File: src/common/vdc_defs.vh
`ifndef VDC_DEFS_VH
`define VDC_DEFS_VH
// ==========================================================
// register offsets of the controller's own command port
`define VDC_REG_CMD      4'h0
`define VDC_REG_ADDR     4'h1
`define VDC_REG_DATA     4'h2
`define VDC_REG_STATUS   4'h3
`define VDC_REG_RDATA    4'h4
`define VDC_REG_REFCTL   4'h5
// ==========================================================
// command codes written to the command register
`define VDC_CMD_READ     4'h1
`define VDC_CMD_WRITE    4'h2
`define VDC_CMD_MWRITE   4'h3
`define VDC_CMD_BLOCK    4'h4
`define VDC_CMD_SETCOLOR 4'h5
`define VDC_CMD_SETMASK  4'h6
`define VDC_CMD_CBR_OPT  4'h7
`define VDC_CMD_CBR_STOP 4'h8
`define VDC_CMD_CBR_NONE 4'h9
`define VDC_CMD_ROR      4'hA
`define VDC_CMD_HIDDEN   4'hB
// ==========================================================
// field positions and reset values
`define VDC_ST_BUSY      0
`define VDC_ST_NEWMASK   1
`define VDC_ST_REFDUE    2
`define VDC_ST_ERR       3
`define VDC_REFCTL_RST   1'b1
// ==========================================================
// timing: 512 refreshes per 8 ms, 50 MHz clock
`define VDC_CLK_HZ       50000000
`define VDC_REF_ROWS     512
`define VDC_REF_PERIOD_US 8000
`define VDC_REF_INT_CYC  ((`VDC_REF_PERIOD_US * (`VDC_CLK_HZ / 1000000)) / `VDC_REF_ROWS)
`define VDC_PHASE_CYC    3
`endif

File: src/core/vdc_cycle_ctrl.v
`include "vdc_defs.vh"
`default_nettype none
module vdc_cycle_ctrl (
  input  wire        sys_clk,
  input  wire        srst,
  input  wire [3:0]  reg_addr,
  input  wire [15:0] reg_wdata,
  input  wire        reg_wr,
  input  wire        reg_rd,
  output reg  [15:0] reg_rdata,
  output reg         row_strobe_n,
  output reg         col_strobe_n,
  output reg         transfer_output_enable_n,
  output reg         upper_byte_write_enable_n,
  output reg         lower_byte_write_enable_n,
  output reg         special_function_select,
  output reg  [8:0]  addr,
  output reg  [15:0] io_out,
  output reg         io_oe,
  input  wire [15:0] io_in
);
  localparam S_IDLE = 3'd0;
  localparam S_ROW  = 3'd1;
  localparam S_COL  = 3'd2;
  localparam S_HOLD = 3'd3;
  localparam S_END  = 3'd4;

  reg [2:0]  st_q;
  reg [3:0]  cmd_q;
  reg [17:0] addr_q;
  reg [15:0] data_q;
  reg [15:0] rdata_q;
  reg        newmask_q;
  reg        refen_q;
  reg        err_q;
  reg        last_rd_q;
  reg [19:0] refcnt_q;
  reg        refdue_q;
  reg [15:0] io_s1_q;
  reg [15:0] io_s2_q;
  wire       tick;
  wire       busy = (st_q != S_IDLE);

  // true for the four counter-refresh commands, hidden refresh included
  function is_cbr;
    input [3:0] c;
    begin
      is_cbr = (c == `VDC_CMD_CBR_OPT) || (c == `VDC_CMD_CBR_STOP) ||
               (c == `VDC_CMD_CBR_NONE) || (c == `VDC_CMD_HIDDEN);
    end
  endfunction

  vdc_phase_div #(.DIV(`VDC_PHASE_CYC)) u_div (
    .sys_clk (sys_clk),
    .srst    (srst),
    .clr     (!busy),
    .tick    (tick)
  );

  // ==========================================================
  // data pins come from outside: two flops before use
  always @(posedge sys_clk) begin
    io_s1_q <= io_in;
    io_s2_q <= io_s1_q;
  end

  // ==========================================================
  // refresh interval: one due flag every 8 ms / 512
  always @(posedge sys_clk) begin
    if (srst) begin
      refcnt_q <= 20'h00000;
      refdue_q <= 1'b0;
    end else begin
      if (refcnt_q == `VDC_REF_INT_CYC - 1) begin
        refcnt_q <= 20'h00000;
        refdue_q <= 1'b1;
      end else begin
        refcnt_q <= refcnt_q + 20'h00001;
        if (st_q == S_END && is_cbr(cmd_q))
          refdue_q <= 1'b0;
      end
    end
  end

  // ==========================================================
  // register port, read data one cycle later
  always @(posedge sys_clk) begin
    if (srst) begin
      reg_rdata <= 16'h0000;
    end else if (reg_rd) begin
      case (reg_addr)
        `VDC_REG_CMD:    reg_rdata <= {12'h000, cmd_q};
        `VDC_REG_ADDR:   reg_rdata <= addr_q[15:0];
        `VDC_REG_DATA:   reg_rdata <= data_q;
        `VDC_REG_STATUS: reg_rdata <= {12'h000, err_q, refdue_q,
                                       newmask_q, busy};
        `VDC_REG_RDATA:  reg_rdata <= rdata_q;
        `VDC_REG_REFCTL: reg_rdata <= {15'h0000, refen_q};
        default:         reg_rdata <= 16'h0000;
      endcase
    end else begin
      reg_rdata <= 16'h0000;
    end
  end

  // ==========================================================
  // cycle sequencer: row edge, column edge, release
  always @(posedge sys_clk) begin
    if (srst) begin
      st_q <= S_IDLE;
      cmd_q <= 4'h0;
      addr_q <= 18'h00000;
      data_q <= 16'h0000;
      rdata_q <= 16'h0000;
      newmask_q <= 1'b0;
      refen_q <= `VDC_REFCTL_RST;
      err_q <= 1'b0;
      last_rd_q <= 1'b0;
      row_strobe_n <= 1'b1;
      col_strobe_n <= 1'b1;
      transfer_output_enable_n <= 1'b1;
      upper_byte_write_enable_n <= 1'b1;
      lower_byte_write_enable_n <= 1'b1;
      special_function_select <= 1'b0;
      addr <= 9'h000;
      io_out <= 16'h0000;
      io_oe <= 1'b0;
    end else begin
      if (reg_wr && reg_addr == `VDC_REG_ADDR)
        addr_q <= {2'b00, reg_wdata};
      if (reg_wr && reg_addr == `VDC_REG_DATA)
        data_q <= reg_wdata;
      if (reg_wr && reg_addr == `VDC_REG_REFCTL)
        refen_q <= reg_wdata[0];
      case (st_q)
        S_IDLE: begin
          if (reg_wr && reg_addr == `VDC_REG_CMD) begin
            cmd_q <= reg_wdata[3:0];
            err_q <= busy;
            // hidden refresh only right after a read
            if (reg_wdata[3:0] == `VDC_CMD_HIDDEN && !last_rd_q)
              err_q <= 1'b1;
            else
              st_q <= S_ROW;
          end else if (refen_q && refdue_q) begin
            cmd_q <= `VDC_CMD_CBR_NONE;
            st_q <= S_ROW;
          end
        end
        S_ROW: if (tick) begin
          // levels set up before the row strobe falls
          special_function_select <= 1'b0;
          upper_byte_write_enable_n <= 1'b1;
          lower_byte_write_enable_n <= 1'b1;
          transfer_output_enable_n <= 1'b1;
          col_strobe_n <= 1'b1;
          addr <= addr_q[17:9]; // row from address register bits 17:9
          io_oe <= 1'b0;
          case (cmd_q)
            `VDC_CMD_MWRITE, `VDC_CMD_BLOCK: begin
              upper_byte_write_enable_n <= 1'b0;
              lower_byte_write_enable_n <= 1'b0;
              io_out <= data_q; // select stays low at the row edge
              io_oe <= newmask_q; // mask only for new method
            end
            `VDC_CMD_SETCOLOR, `VDC_CMD_SETMASK: begin
              transfer_output_enable_n <= 1'b1;
              special_function_select <= 1'b1;
            end
            `VDC_CMD_CBR_OPT: begin
              col_strobe_n <= 1'b0;
            end
            `VDC_CMD_CBR_STOP: begin
              col_strobe_n <= 1'b0;
              special_function_select <= 1'b1;
              upper_byte_write_enable_n <= 1'b0;
              lower_byte_write_enable_n <= 1'b0;
              addr <= addr_q[8:0];
            end
            `VDC_CMD_CBR_NONE: begin
              col_strobe_n <= 1'b0;
              special_function_select <= 1'b1;
            end
            `VDC_CMD_HIDDEN: begin
              col_strobe_n <= 1'b0; // keep strobes low
              transfer_output_enable_n <= 1'b0;
              special_function_select <= 1'b1;
            end
            default: ;
          endcase
          st_q <= S_COL;
        end
        S_COL: if (tick) begin
          // row falls alone; a column edge here would read as refresh
          row_strobe_n <= 1'b0; // one edge per cycle
          st_q <= S_HOLD;
        end
        S_HOLD: if (tick) begin
          addr <= addr_q[8:0];
          io_oe <= 1'b0;
          case (cmd_q)
            `VDC_CMD_READ: begin
              col_strobe_n <= 1'b0;
              transfer_output_enable_n <= 1'b0;
            end
            `VDC_CMD_WRITE, `VDC_CMD_MWRITE: begin
              col_strobe_n <= 1'b0;
              upper_byte_write_enable_n <= 1'b0;
              lower_byte_write_enable_n <= 1'b0;
              special_function_select <= 1'b0;
              io_out <= data_q;
              io_oe <= 1'b1; // per-bit mask applied by device for MWRITE (and BLOCK), not for WRITE
            end
            `VDC_CMD_BLOCK: begin
              col_strobe_n <= 1'b0;
              upper_byte_write_enable_n <= 1'b0;
              lower_byte_write_enable_n <= 1'b0;
              special_function_select <= 1'b1;
              io_out <= data_q; // column select per IO bit
              io_oe <= 1'b1;
            end
            `VDC_CMD_SETCOLOR, `VDC_CMD_SETMASK: begin
              col_strobe_n <= 1'b0;
              special_function_select <= (cmd_q == `VDC_CMD_SETCOLOR);
              upper_byte_write_enable_n <= 1'b0;
              lower_byte_write_enable_n <= 1'b0;
              io_out <= data_q;
              io_oe <= 1'b1;
            end
            `VDC_CMD_CBR_OPT, `VDC_CMD_CBR_STOP,
            `VDC_CMD_CBR_NONE, `VDC_CMD_HIDDEN: io_oe <= 1'b0;
            default: ;
          endcase
          st_q <= S_END;
        end
        S_END: if (tick) begin
          if (cmd_q == `VDC_CMD_READ)
            rdata_q <= io_s2_q;
          // a mask register write selects the stored mask; VDC_CMD_CBR_OPT selects the row-edge mask
          if (cmd_q == `VDC_CMD_SETMASK)
            newmask_q <= 1'b0;
          if (cmd_q == `VDC_CMD_CBR_OPT)
            newmask_q <= 1'b1;
          row_strobe_n <= 1'b1;
          upper_byte_write_enable_n <= 1'b1;
          lower_byte_write_enable_n <= 1'b1;
          io_oe <= 1'b0;
          // a read leaves both low so a hidden refresh can follow
          if (cmd_q != `VDC_CMD_READ) begin
            col_strobe_n <= 1'b1;
            transfer_output_enable_n <= 1'b1;
          end
          last_rd_q <= (cmd_q == `VDC_CMD_READ);
          st_q <= S_IDLE;
        end
        default: st_q <= S_IDLE;
      endcase
    end
  end
endmodule // vdc_cycle_ctrl
`default_nettype wire

File: src/core/vdc_phase_div.v
`default_nettype none
// ==========================================================
// one-cycle enable pulse every DIV clocks
module vdc_phase_div #(
  parameter DIV = 3
) (
  input  wire       sys_clk,
  input  wire       srst,
  input  wire       clr,
  output reg        tick
);
  reg [7:0] cnt_q;
  // ==========================================================
  // counter restarts on clr so a cycle phase begins aligned
  always @(posedge sys_clk) begin
    if (srst || clr) begin
      cnt_q <= 8'h00;
      tick  <= 1'b0;
    end else if (cnt_q == DIV[7:0] - 8'h01) begin
      cnt_q <= 8'h00;
      tick  <= 1'b1;
    end else begin
      cnt_q <= cnt_q + 8'h01;
      tick  <= 1'b0;
    end
  end
endmodule // vdc_phase_div
`default_nettype wire

File: config.mk
export PLATFORM = sky130hd
export DESIGN_NAME = vdc_cycle_ctrl
export DESIGN_NICKNAME = d
export VERILOG_FILES = /design/src/core/vdc_cycle_ctrl.v /design/src/core/vdc_phase_div.v
export VERILOG_INCLUDE_DIRS = /design/src /design/src/common
export SDC_FILE = /design/constraint.sdc
export NUM_CORES = 1
export LEC_CHECK = 0
export BUFFER_PORTS_ARGS = -buffer_cell sky130_fd_sc_hd__buf_2
export CAP_MARGIN = 20
export CORE_ASPECT_RATIO = 0.6
export CORE_MARGIN = 2
export CORE_UTILIZATION = 39
export CTS_CLUSTER_DIAMETER = 40
export DETAILED_ROUTE_END_ITERATION = 12
export GPL_ROUTABILITY_DRIVEN = 0
export GPL_TIMING_DRIVEN = 0
export PLACE_DENSITY = 0.56
export SKIP_LAST_GASP = 1
export SLEW_MARGIN = 10
export SYNTH_ARGS = -nofsm -noshare
export SYNTH_HDL_FRONTEND = slang
export SYNTH_HIERARCHICAL = 1
export SYNTH_SLANG_ARGS = --single-unit
File: constraint.sdc
create_clock -name sys_clk -period 2.3 [get_ports sys_clk]
set_input_delay 0.575 -clock sys_clk [delete_from_list [all_inputs] [get_ports sys_clk]]
set_output_delay 0.575 -clock sys_clk [all_outputs]
set_load 0.005 [all_outputs]
---- Word level (Yosys, flattened, before mapping) ----
Cells that the tools add are included.
word-level totals
  word-level logic and storage cells ...... 165
  input bits .............................. 40
  output and inout port bits .............. 48
  bits in registers ....................... 168
cells by class
  equal/unequal tests ..................... 35
  reductions and logical operators ........ 47
  bitwise gates (word level) .............. 1
  add/subtract/negate cells ............... 2
  muxes and demuxes ....................... 56
operators with widths
  kind                                                   number
  case mux 16 bit (6 select lines)                       1
  2-to-1 mux 16 bit                                      4
  case mux 16 bit (2 select lines)                       1
  2-to-1 mux 1 bit                                       29
  2-to-1 mux 9 bit                                       3
  == test 4 x 3 -> 1 bit, second input constant          6
  2-to-1 mux 3 bit                                       7
  adder 20 x 1 -> 20 bit, second input constant          1
  == test 20 x 10 -> 1 bit, second input constant        1
  case mux 9 bit (2 select lines)                        1
  AND reduction 6 bit                                    3
  == test 4 x 2 -> 1 bit, second input constant          4
  == test 4 bit, second input constant                   4
  case mux 1 bit (3 select lines)                        5
  case mux 3 bit (5 select lines)                        1
  AND reduction 3 bit                                    4
  OR reduction 2 bit                                     6
  inequality test 2 x 1 -> 1 bit, second input constant  5
  AND reduction 5 bit                                    2
  nonzero test 2 bit                                     5
  OR reduction 5 bit                                     2
  adder 8 x 1 -> 8 bit, second input constant            1
  == test 4 x 1 -> 1 bit, second input constant          2
  == test 8 x 2 -> 1 bit, second input constant          1
  21 further kinds                                       42

---- Logic depth before layout (Yosys ltp) ----
Gate-level depths: netlist (run 1).
  depth in word-level cells ............... 7
  depth in mapped cells ................... 7
  depth with buffers taken out ............ 5

---- Modules after synthesis ----
The synthesis (run 1) kept the hierarchy.
by module, submodules not included
  module          times used  cells each  area each (µm²)
  vdc_cycle_ctrl  1           675         6,034.5
  vdc_phase_div   1           41          382.9

---- Worst setup path after synthesis (run 1) ----
No wires, ideal clock.
  path kind ............................... input-to-reg
  start ................................... input port reg_addr[3]
  end ..................................... register addr_q[10]
  stages .................................. 7
  path buffers ............................ 3
  arrival time ............................ 1.935 ns
  path slack .............................. 0.294 ns
  cell sequence ........................... clkbuf_1 > nor4b_2 > and2_1 > buf_2 > buf_2 > nand2_1 > a21oi_1
between the ends
  cells in the longest elaborated chain, start to end .. 2
RTL lines
  item                         line                  source
  from (decl)                  vdc_cycle_ctrl.v:6    input wire [3:0] reg_addr,
  == test 4 x 1 -> 1 bit       n/a
  logical AND 1 bit (no line)  n/a
  to (signal assigned)         vdc_cycle_ctrl.v:130  addr_q <= {2'b00, reg_wdata};
  to (decl)                    vdc_cycle_ctrl.v:30   reg [17:0] addr_q;
Every way passes these cells.
A chain may end at the register's enable or synchronous reset.

---- Worst setup path after layout (run 1) ----
  start ................................... register st_q[0]
  end ..................................... register lower_byte_write_enable_n
between the ends
  cells in the longest elaborated chain, start to end .. 3
  elaborated cells on any way between the ends .. 10
  classes of those cells .................. 7 x eq/ne; 1 x mux; 2 x reduce/logical
RTL lines
  item                                                           line                  source
  from (decl)                                                    vdc_cycle_ctrl.v:28   reg [2:0] st_q;
  from (signal assigned)                                         vdc_cycle_ctrl.v:110  st_q <= S_IDLE;
  from (signal assigned)                                         vdc_cycle_ctrl.v:144  st_q <= S_ROW;
  from (signal assigned)                                         vdc_cycle_ctrl.v:147  st_q <= S_ROW;
  == test 3 x 2 -> 1 bit, or another cell as far along           vdc_cycle_ctrl.v:135  case (st_q)
  inequality test 2 bit (no line), or another cell as far along  n/a
  AND reduction 5 bit (no line)                                  n/a
  to (signal assigned)                                           vdc_cycle_ctrl.v:123  lower_byte_write_enable_n <= 1'b1;
  to (signal assigned)                                           vdc_cycle_ctrl.v:154  lower_byte_write_enable_n <= 1'b1;
  to (signal assigned)                                           vdc_cycle_ctrl.v:162  lower_byte_write_enable_n <= 1'b0;
  to (decl)                                                      vdc_cycle_ctrl.v:15   output reg lower_byte_write_enable_n,
Parallel ways exist; a longest one is shown, timed or not.

==> results of run 1 <==
## cell type report
cell class / count / area share, %
Clock inverter: 13 / 1.75
Inverter: 9 / 0.437
Clock buffer: 19 / 5.86
Sequential cell: 168 / 43.5
Buffer: 44 / 2.41
Tap cell: 209 / 3.39
Multi-Input combinational cell: 495 / 37.2
Timing Repair Buffer: 84 / 5.44
## what timing repair did
action / 4_1_cts / 5_1_grt
gates resized for setup: 0 / 7
buffers inserted: 0 / 0
endpoints found under the hold margin: 0 / 0
setup endpoints to repair: 0 / 31
## through the flow
step	hold WS, ns	area [µm²]	instances	power (mW)	setup WS (ns)
floorplan	0.310	6420	716	3.22	0.294
global placement	0.310	7100	1009	3.34	-0.264
detailed placement	0.312	7100	1009	3.35	-0.271
CTS	0.228	7690	1041	6.14	0.00110
global route	0.228	7720	1041	6.33	0.0608
finish	0.245	7720	1041	6.12	0.179
## power breakdown
part           switching (mW)  total, mW  internal (mW)
clock network            1.25       2.83           1.58
logic                   0.193      0.293          0.100
registers              0.0372       3.00           2.96
total                    1.47       6.12           4.64
## cells by family (layout without fill, tap and decap cells)
family | after synthesis | in the layout
flip-flops | 168 | 168
adder cells (fa/ha/maj) | 4 | 4
AO/OA/AOI/OAI | 147 | 147
buffers and inverters | 53 | 169
XOR/XNOR | 17 | 17
AND/OR/NAND/NOR | 300 | 300
multiplexers | 27 | 27
## per-layer routing
layer / up-vias / global-route usage [%]
li1: 2711 / -
met1: 2607 / 32.1
met2: 248 / 27.8
met3: 14 / 4.98
met4: 0 / 5.79
met5: - / 0
## worst paths after layout
| path | startpoint | slack [ns] | to | depth (start not counted) |
|---|---|---|---|---|
| max reg2reg | st_q[0] | 0.18 | lower_byte_write_enable_n | 5 |
| min reg2reg | io_s1_q[10] | 0.33 | io_s2_q[10] | 0 |
| min | io_in[10] | 0.25 | io_s1_q[10] | 1 |
| max | st_q[0] | 0.18 | lower_byte_write_enable_n | 5 |
## sequential cells by signal (all words and copies together) (netlist names), 4 cells and up
signal / flops
rdata_q: 16
io_out: 16
refcnt_q: 20
reg_rdata: 16
io_s1_q: 16
cmd_q: 4
io_s2_q: 16
addr_q: 16
u_div/cnt_q: 8
data_q: 16
addr: 9
## critical path, stage by stage (launching register included)
cell,delay [ns]
dfxtp_1,0.42
clkbuf_1,0.38
nand3b_1,0.36
o21ai_0,0.50
a2bb2oi_1,0.22
a31oi_1,0.09
## cell usage in the layout, fill, tap and decap left out, drive strengths merged, types with 4 or more instances in the layout
cell    count
o21a        4
a21oi      75
inv        15
ha          4
nor4b       5
nand2     157
nor4       12
mux2i      24
xnor2      11
and3b       4
o21ai      25
or3        13
nand3b      4
dfxtp     168
nand3      19
nand4       6
buf        97
and3        4
a222oi     16
o31ai       4
clkbuf     50
xor2        6
nor2       54
==> key figures, run 1 <==
Status
  • Status: finished clean

Synthesis
  • Top_reg_cell synth: dfxtp_1
  • Yosys top cell area share: a little over half
  • Syn Area/Cell: approximately 9.0 µm²
  • Syn Inst Count: 716
  • Area leader, netlist: dfxtp_1
  • Post-Syn Nets: 760
  • EDFF count, synth: 0
  • Commonest cells in the netlist: dfxtp_1, nand2_1, a21oi_1
  • Count leader, synth: dfxtp_1
  • Largest family of logic cells by synthesized area: simple AND/OR/NAND/NOR gates
  • Yosys warning total: 6
  • Xor/xnor share of the synthesized area: ~2.3%
  • Distinct cells, synth: 60
  • Synth Area in Compound Gates: 14.6%
  • Post-synthesis cell area: 6420 µm²
  • Largest cells by area after synthesis: dfxtp_1, nand2_1, a21oi_1, mux2i_1, nor2_1
  • Ys async rst share: 0%
  • Post-synthesis sequential area ratio: 52.4%
  • Area share of fa/ha/maj cells after synthesis: less than 1%
  • Simple-gate area share of the yosys netlist: between 20% and 30%
  • Mux cell area share after synthesis: 4.27%
  • Seq cells post-synth: 168

Timing
  • Final Skew: 0.0102 ns
  • Min Tclk post-route: 2.12 ns
  • Final hold vios: 0
  • RSZ-0062 raised after global routing: no
  • Slew margin rel.: between 50% and 60%
  • Tcrit/Tclk final: 92.2%
  • Finish-stage setup viols: 0
  • Slew @ Worst Pin: between 0.7 and 0.8 ns
  • FMAX: 472 MHz
  • Post-route setup TNS: 0 ns
  • Final Max Slew Viols: 0

Clock network
  • CTS clk-pin slew, worst paths: 0.07 ns
  • Max Buffers Root-to-Sink: 2
  • Cts-stage hold buffer count: 0
  • Cts bufs inserted: 17
  • CTS sink cnt: 168
  • Latest clock arrival within the worst-skew pair: about 0.43 ns
  • Root Driver: clkbuf_16
  • H-tree depth: 4
  • CTS tree: built

Drt
  • DRT met1 WL: 8930 µm
  • Via count: 5580
  • Drt first pass iters: 6
  • Met3 WL: 1660 µm
  • Post-route ant nets: 0
  • Vias per cell: 5.36
  • Metal2 WL: 6920 µm
  • DRT Wirelength: between 15000 and 20000 µm
  • 1st-iter DRT viols: 462
  • Top Metal Used: met4
  • Drt drc: 0
  • WL/cell: 17.0 µm

Global route
  • Gr usage total: between 20 and 25%
  • First-pass GRT wire length: ~27000 µm
  • Largest net degree at the start of global routing: 17
  • Vias in the first global route: just over 5000
  • Initial antenna violation count: 0
  • Total gr overflow: 0

Floorplanning
  • Die Span Y: 103 µm
  • Initial Utilization: 39.7%
  • Placeable Area: between 15000 and 20000 µm²
  • Num rows: 36
  • Io pins: 88
  • Chip Width: 170 µm
  • Die area: 17500 µm²

Critical path
  • Arr. time, crit path: 2.40 ns
  • Worst Setup End Kind: flip-flop
  • Crit path max fanout: 10
  • WS Path Type: reg -> reg
  • Worst Setup Start Kind: flip-flop
  • CP required: ~2.6 ns

Finish
  • Ant. Diodes: 0
  • Area of the multi-input gates: 2870 µm²
  • Fill cell count: 1532
  • Final core occ: 47.8%
  • Layout cell share with drive strength beyond 1: 18.3%
  • Final net count: 863
  • Register Area: 3360 µm²
  • Area delta synth->final: 20.4%

Job
  • Max Cap Viol: 0

Power and ir drop
  • Max VDD drop: 0.474 mV
  • Leakage power: 2.86 nW
  • P per Cell Area: 792 nW/µm²

Hold path
  • HP Class: in -> reg

Placement
  • Detailed Place HPWL: around 13000 µm
  • Number of port buffers: 84
Note: power is estimated with default switching activity, not from simulation.
==> inputs of run 2 (changes only) <==
--- a/config.mk
+++ b/config.mk
@@ -15,7 +15,7 @@
 export DETAILED_ROUTE_END_ITERATION = 12
 export GPL_ROUTABILITY_DRIVEN = 0
 export GPL_TIMING_DRIVEN = 0
-export PLACE_DENSITY = 0.56
+export PLACE_DENSITY = 0.58
 export SKIP_LAST_GASP = 1
 export SLEW_MARGIN = 10
 export SYNTH_ARGS = -nofsm -noshare
==> constraint.sdc (replaced) <==
create_clock -name sys_clk -period 1.8 [get_ports sys_clk]
set_input_delay 0.45 -clock sys_clk [delete_from_list [all_inputs] [get_ports sys_clk]]
set_output_delay 0.45 -clock sys_clk [all_outputs]
set_load 0.005 [all_outputs]
==> key figures, run 2 (synthesized netlist as in run 1, its figures left out) <==
Timing
  • RSZ-0062 raised after global routing: yes
  • Final hold vios: 0 (unchanged)
  • Final Max Slew Viols: 0 (unchanged)
  • Min Tclk post-route: 1.77 ns
  • Final Skew: 0.00776 ns (-0.00247 ns)
  • FMAX: roughly 560 MHz
  • Hold slack: 0.119 ns (-0.126 ns)
  • Finish-stage setup viols: 0 (unchanged)
  • Slew margin rel.: 61.3% (+9.8 points)
  • Slew @ Worst Pin: 0.581 ns (-0.143 ns)
  • Tcrit/Tclk final: 98.6%

Global route
  • Gr usage total: 20.9% (+0.25 points)
  • First-pass GRT wire length: 28000 µm (+1.9%)
  • Total gr overflow: 0 (unchanged)
  • Initial antenna violation count: 0 (unchanged)
  • Largest net degree at the start of global routing: 17 (unchanged)
  • Vias in the first global route: 5292 (+5.0%)

Placement
  • Number of port buffers: 84 (unchanged)
  • Detailed Place HPWL: 13500 µm (+0.78%)

Critical path
  • Kind of cell adding the most delay to the critical path: buffers and inverters
  • Crit path max fanout: 10 (unchanged)
  • Slowest-stage cell, CP: nor4b_4
  • R2r setup slk: 0.04 ns (-0.14 ns)
  • Most common cell on crit path: clkbuf_1
  • CP Buf/Inv Count: 3 (+2)
  • Crit-path cells: clkbuf_1 > nor4b_4 > buf_4 > clkbuf_1 > a222oi_1 > nor2_1
  • CP required: 2.15 ns (-0.43 ns)
  • Arr. time, crit path: 2.13 ns (-0.27 ns)
  • Worst Setup Start Kind: input pin
  • WS Path Type: in -> reg
  • Worst Setup End Kind: flip-flop
  • Max stage delay on crit path: 0.48 ns (-0.02 ns)

Clock network
  • Latest clock arrival within the worst-skew pair: 0.43 ns (about the same)
  • Root Driver: clkbuf_16
  • CTS tree: built
  • Cts-stage hold buffer count: 0 (unchanged)
  • Cts bufs inserted: 17 (unchanged)
  • H-tree depth: 4 (unchanged)
  • CTS clk-pin slew, worst paths: 0.07 ns (about the same)
  • Max Buffers Root-to-Sink: 2 (unchanged)
  • CTS sink cnt: 168 (unchanged)

Status
  • Status: finished clean

Finish
  • Most frequent cells in the layout: dfxtp_1, nand2_1, buf_2
  • Ant. Diodes: 0 (unchanged)
  • Layout cell share with drive strength beyond 1: 22.8% (+4.5 points)
  • Max reg flops: 20 (unchanged)
  • Final net count: 874 (+1.3%)
  • Area delta synth->final: 25.1%
  • Most common cell after layout, fill and taps aside: dfxtp_1
  • Largest Register: refcnt_q

Floorplanning
  • Num rows: 36 (unchanged)
  • Io pins: 88 (unchanged)
  • Placeable Area: 16200 µm² (unchanged)
  • Die area: 17500 µm² (unchanged)
  • Chip Width: 170 µm (unchanged)
  • Die Span Y: 103 µm (unchanged)
  • Initial Utilization: 39.7% (unchanged)

Drt
  • Drt first pass iters: 6 (unchanged)
  • 1st-iter DRT viols: 535 (+16%)
  • Post-route ant nets: 0 (unchanged)
  • Via count: 5616 (+0.65%)
  • Vias per cell: 5.34 (-0.41%)
  • Drt drc: 0 (unchanged)
  • DRT Wirelength: 17900 µm (+1.3%)
  • WL/cell: 17.0 µm (+0.27%)

Hold path
  • HP Class: in -> reg

Job
  • Max Cap Viol: 0 (unchanged)

Power and ir drop
  • P per Cell Area: 1000 nW/µm² (+27%)
  • Max VDD drop: 0.627 mV (+32%)
  • Tot Pwr: 8.05 mW (+32%)
  • Leakage power: 3.01 nW (+5.5%)
==> run 2: changes by cell type in the layout (fill, tap and decap cells not counted), sizes merged <==
cell and delta:
inv -2, clkinv -1, clkbuf +2, bufinv +1, buf +12, clkinvlp -1
==> run 2: what timing repair did <==
item	CTS	global route
pin swaps	4	4
gates resized for setup	30	34
buffers inserted	6	6
setup endpoints to repair	81	90
==> run 2: final cells by class <==
| class | count | area (µm²) |
|---|---|---|
| Clock buffer | 22 | 494 |
| Buffer | 43 | 223 |
| Fill cell | 1513 | 8140 |
| Sequential cell | 168 | 3380 |
| Multi-Input combinational cell | 495 | 2980 |
| Inverter | 9 | 33.8 |
| Tap cell | 209 | 262 |
| Timing Repair Buffer | 96 | 523 |
| Clock inverter | 10 | 133 |
==> run 2: stage by stage <==
| step | setup TNS [ns] | std cells | util [%] | setup WS, ns | area, µm² |
|---|---|---|---|---|---|
| 4_1_cts | -0.0729 | 1047 | 48.9 | -0.0129 | 7900 |
| 5_1_grt | -0.450 | 1052 | 49.7 | -0.0782 | 8030 |
| 3_3_place_gp | -27.22 | 1009 | 44.0 | -0.461 | 7110 |
| 3_5_place_dp | -30.16 | 1009 | 44.0 | -0.524 | 7110 |
| 6_report | 0 | 1052 | 49.7 | 0.0251 | 8030 |
| 2_1_floorplan | -0.195 | 716 | - | -0.0196 | 6430 |
==> run 2: power breakdown <==
group	switching [mW]	internal (mW)	total (mW)	leakage (nW)
Combinational	0.253	0.153	0.406	1.34
Clock	1.56	2.26	3.82	0.303
Sequential	0.0489	3.78	3.83	1.37
==> run 2: final timing paths <==
| check | startpoint | end | depth (start not counted) |
|---|---|---|---|
| max reg2reg | st_q[0] | lower_byte_write_enable_n | 5 |
| min reg2reg | io_s1_q[10] | io_s2_q[10] | 0 |
| max | reg_addr[3] | reg_rdata[12] | 6 |
| min | io_in[6] | io_s1_q[6] | 1 |
==> run 2: worst register-to-register path: stages (launching register included) <==
cell	delay, ns
dfxtp_1	0.45
clkbuf_2	0.26
nand3b_1	0.26
o21ai_1	0.36
a2bb2oi_1	0.21
a31oi_1	0.09
==> run 2: layer usage <==
layer	global-route usage [%]	share of wire, %	up-vias	routed length (µm)
met5	0	0	-	0
met4	6.64	1.0	0	182
met3	3.81	6.5	19	1170
met2	30.2	40	188	7190
met1	31.5	52	2664	9360
li1	-	-	2745	-
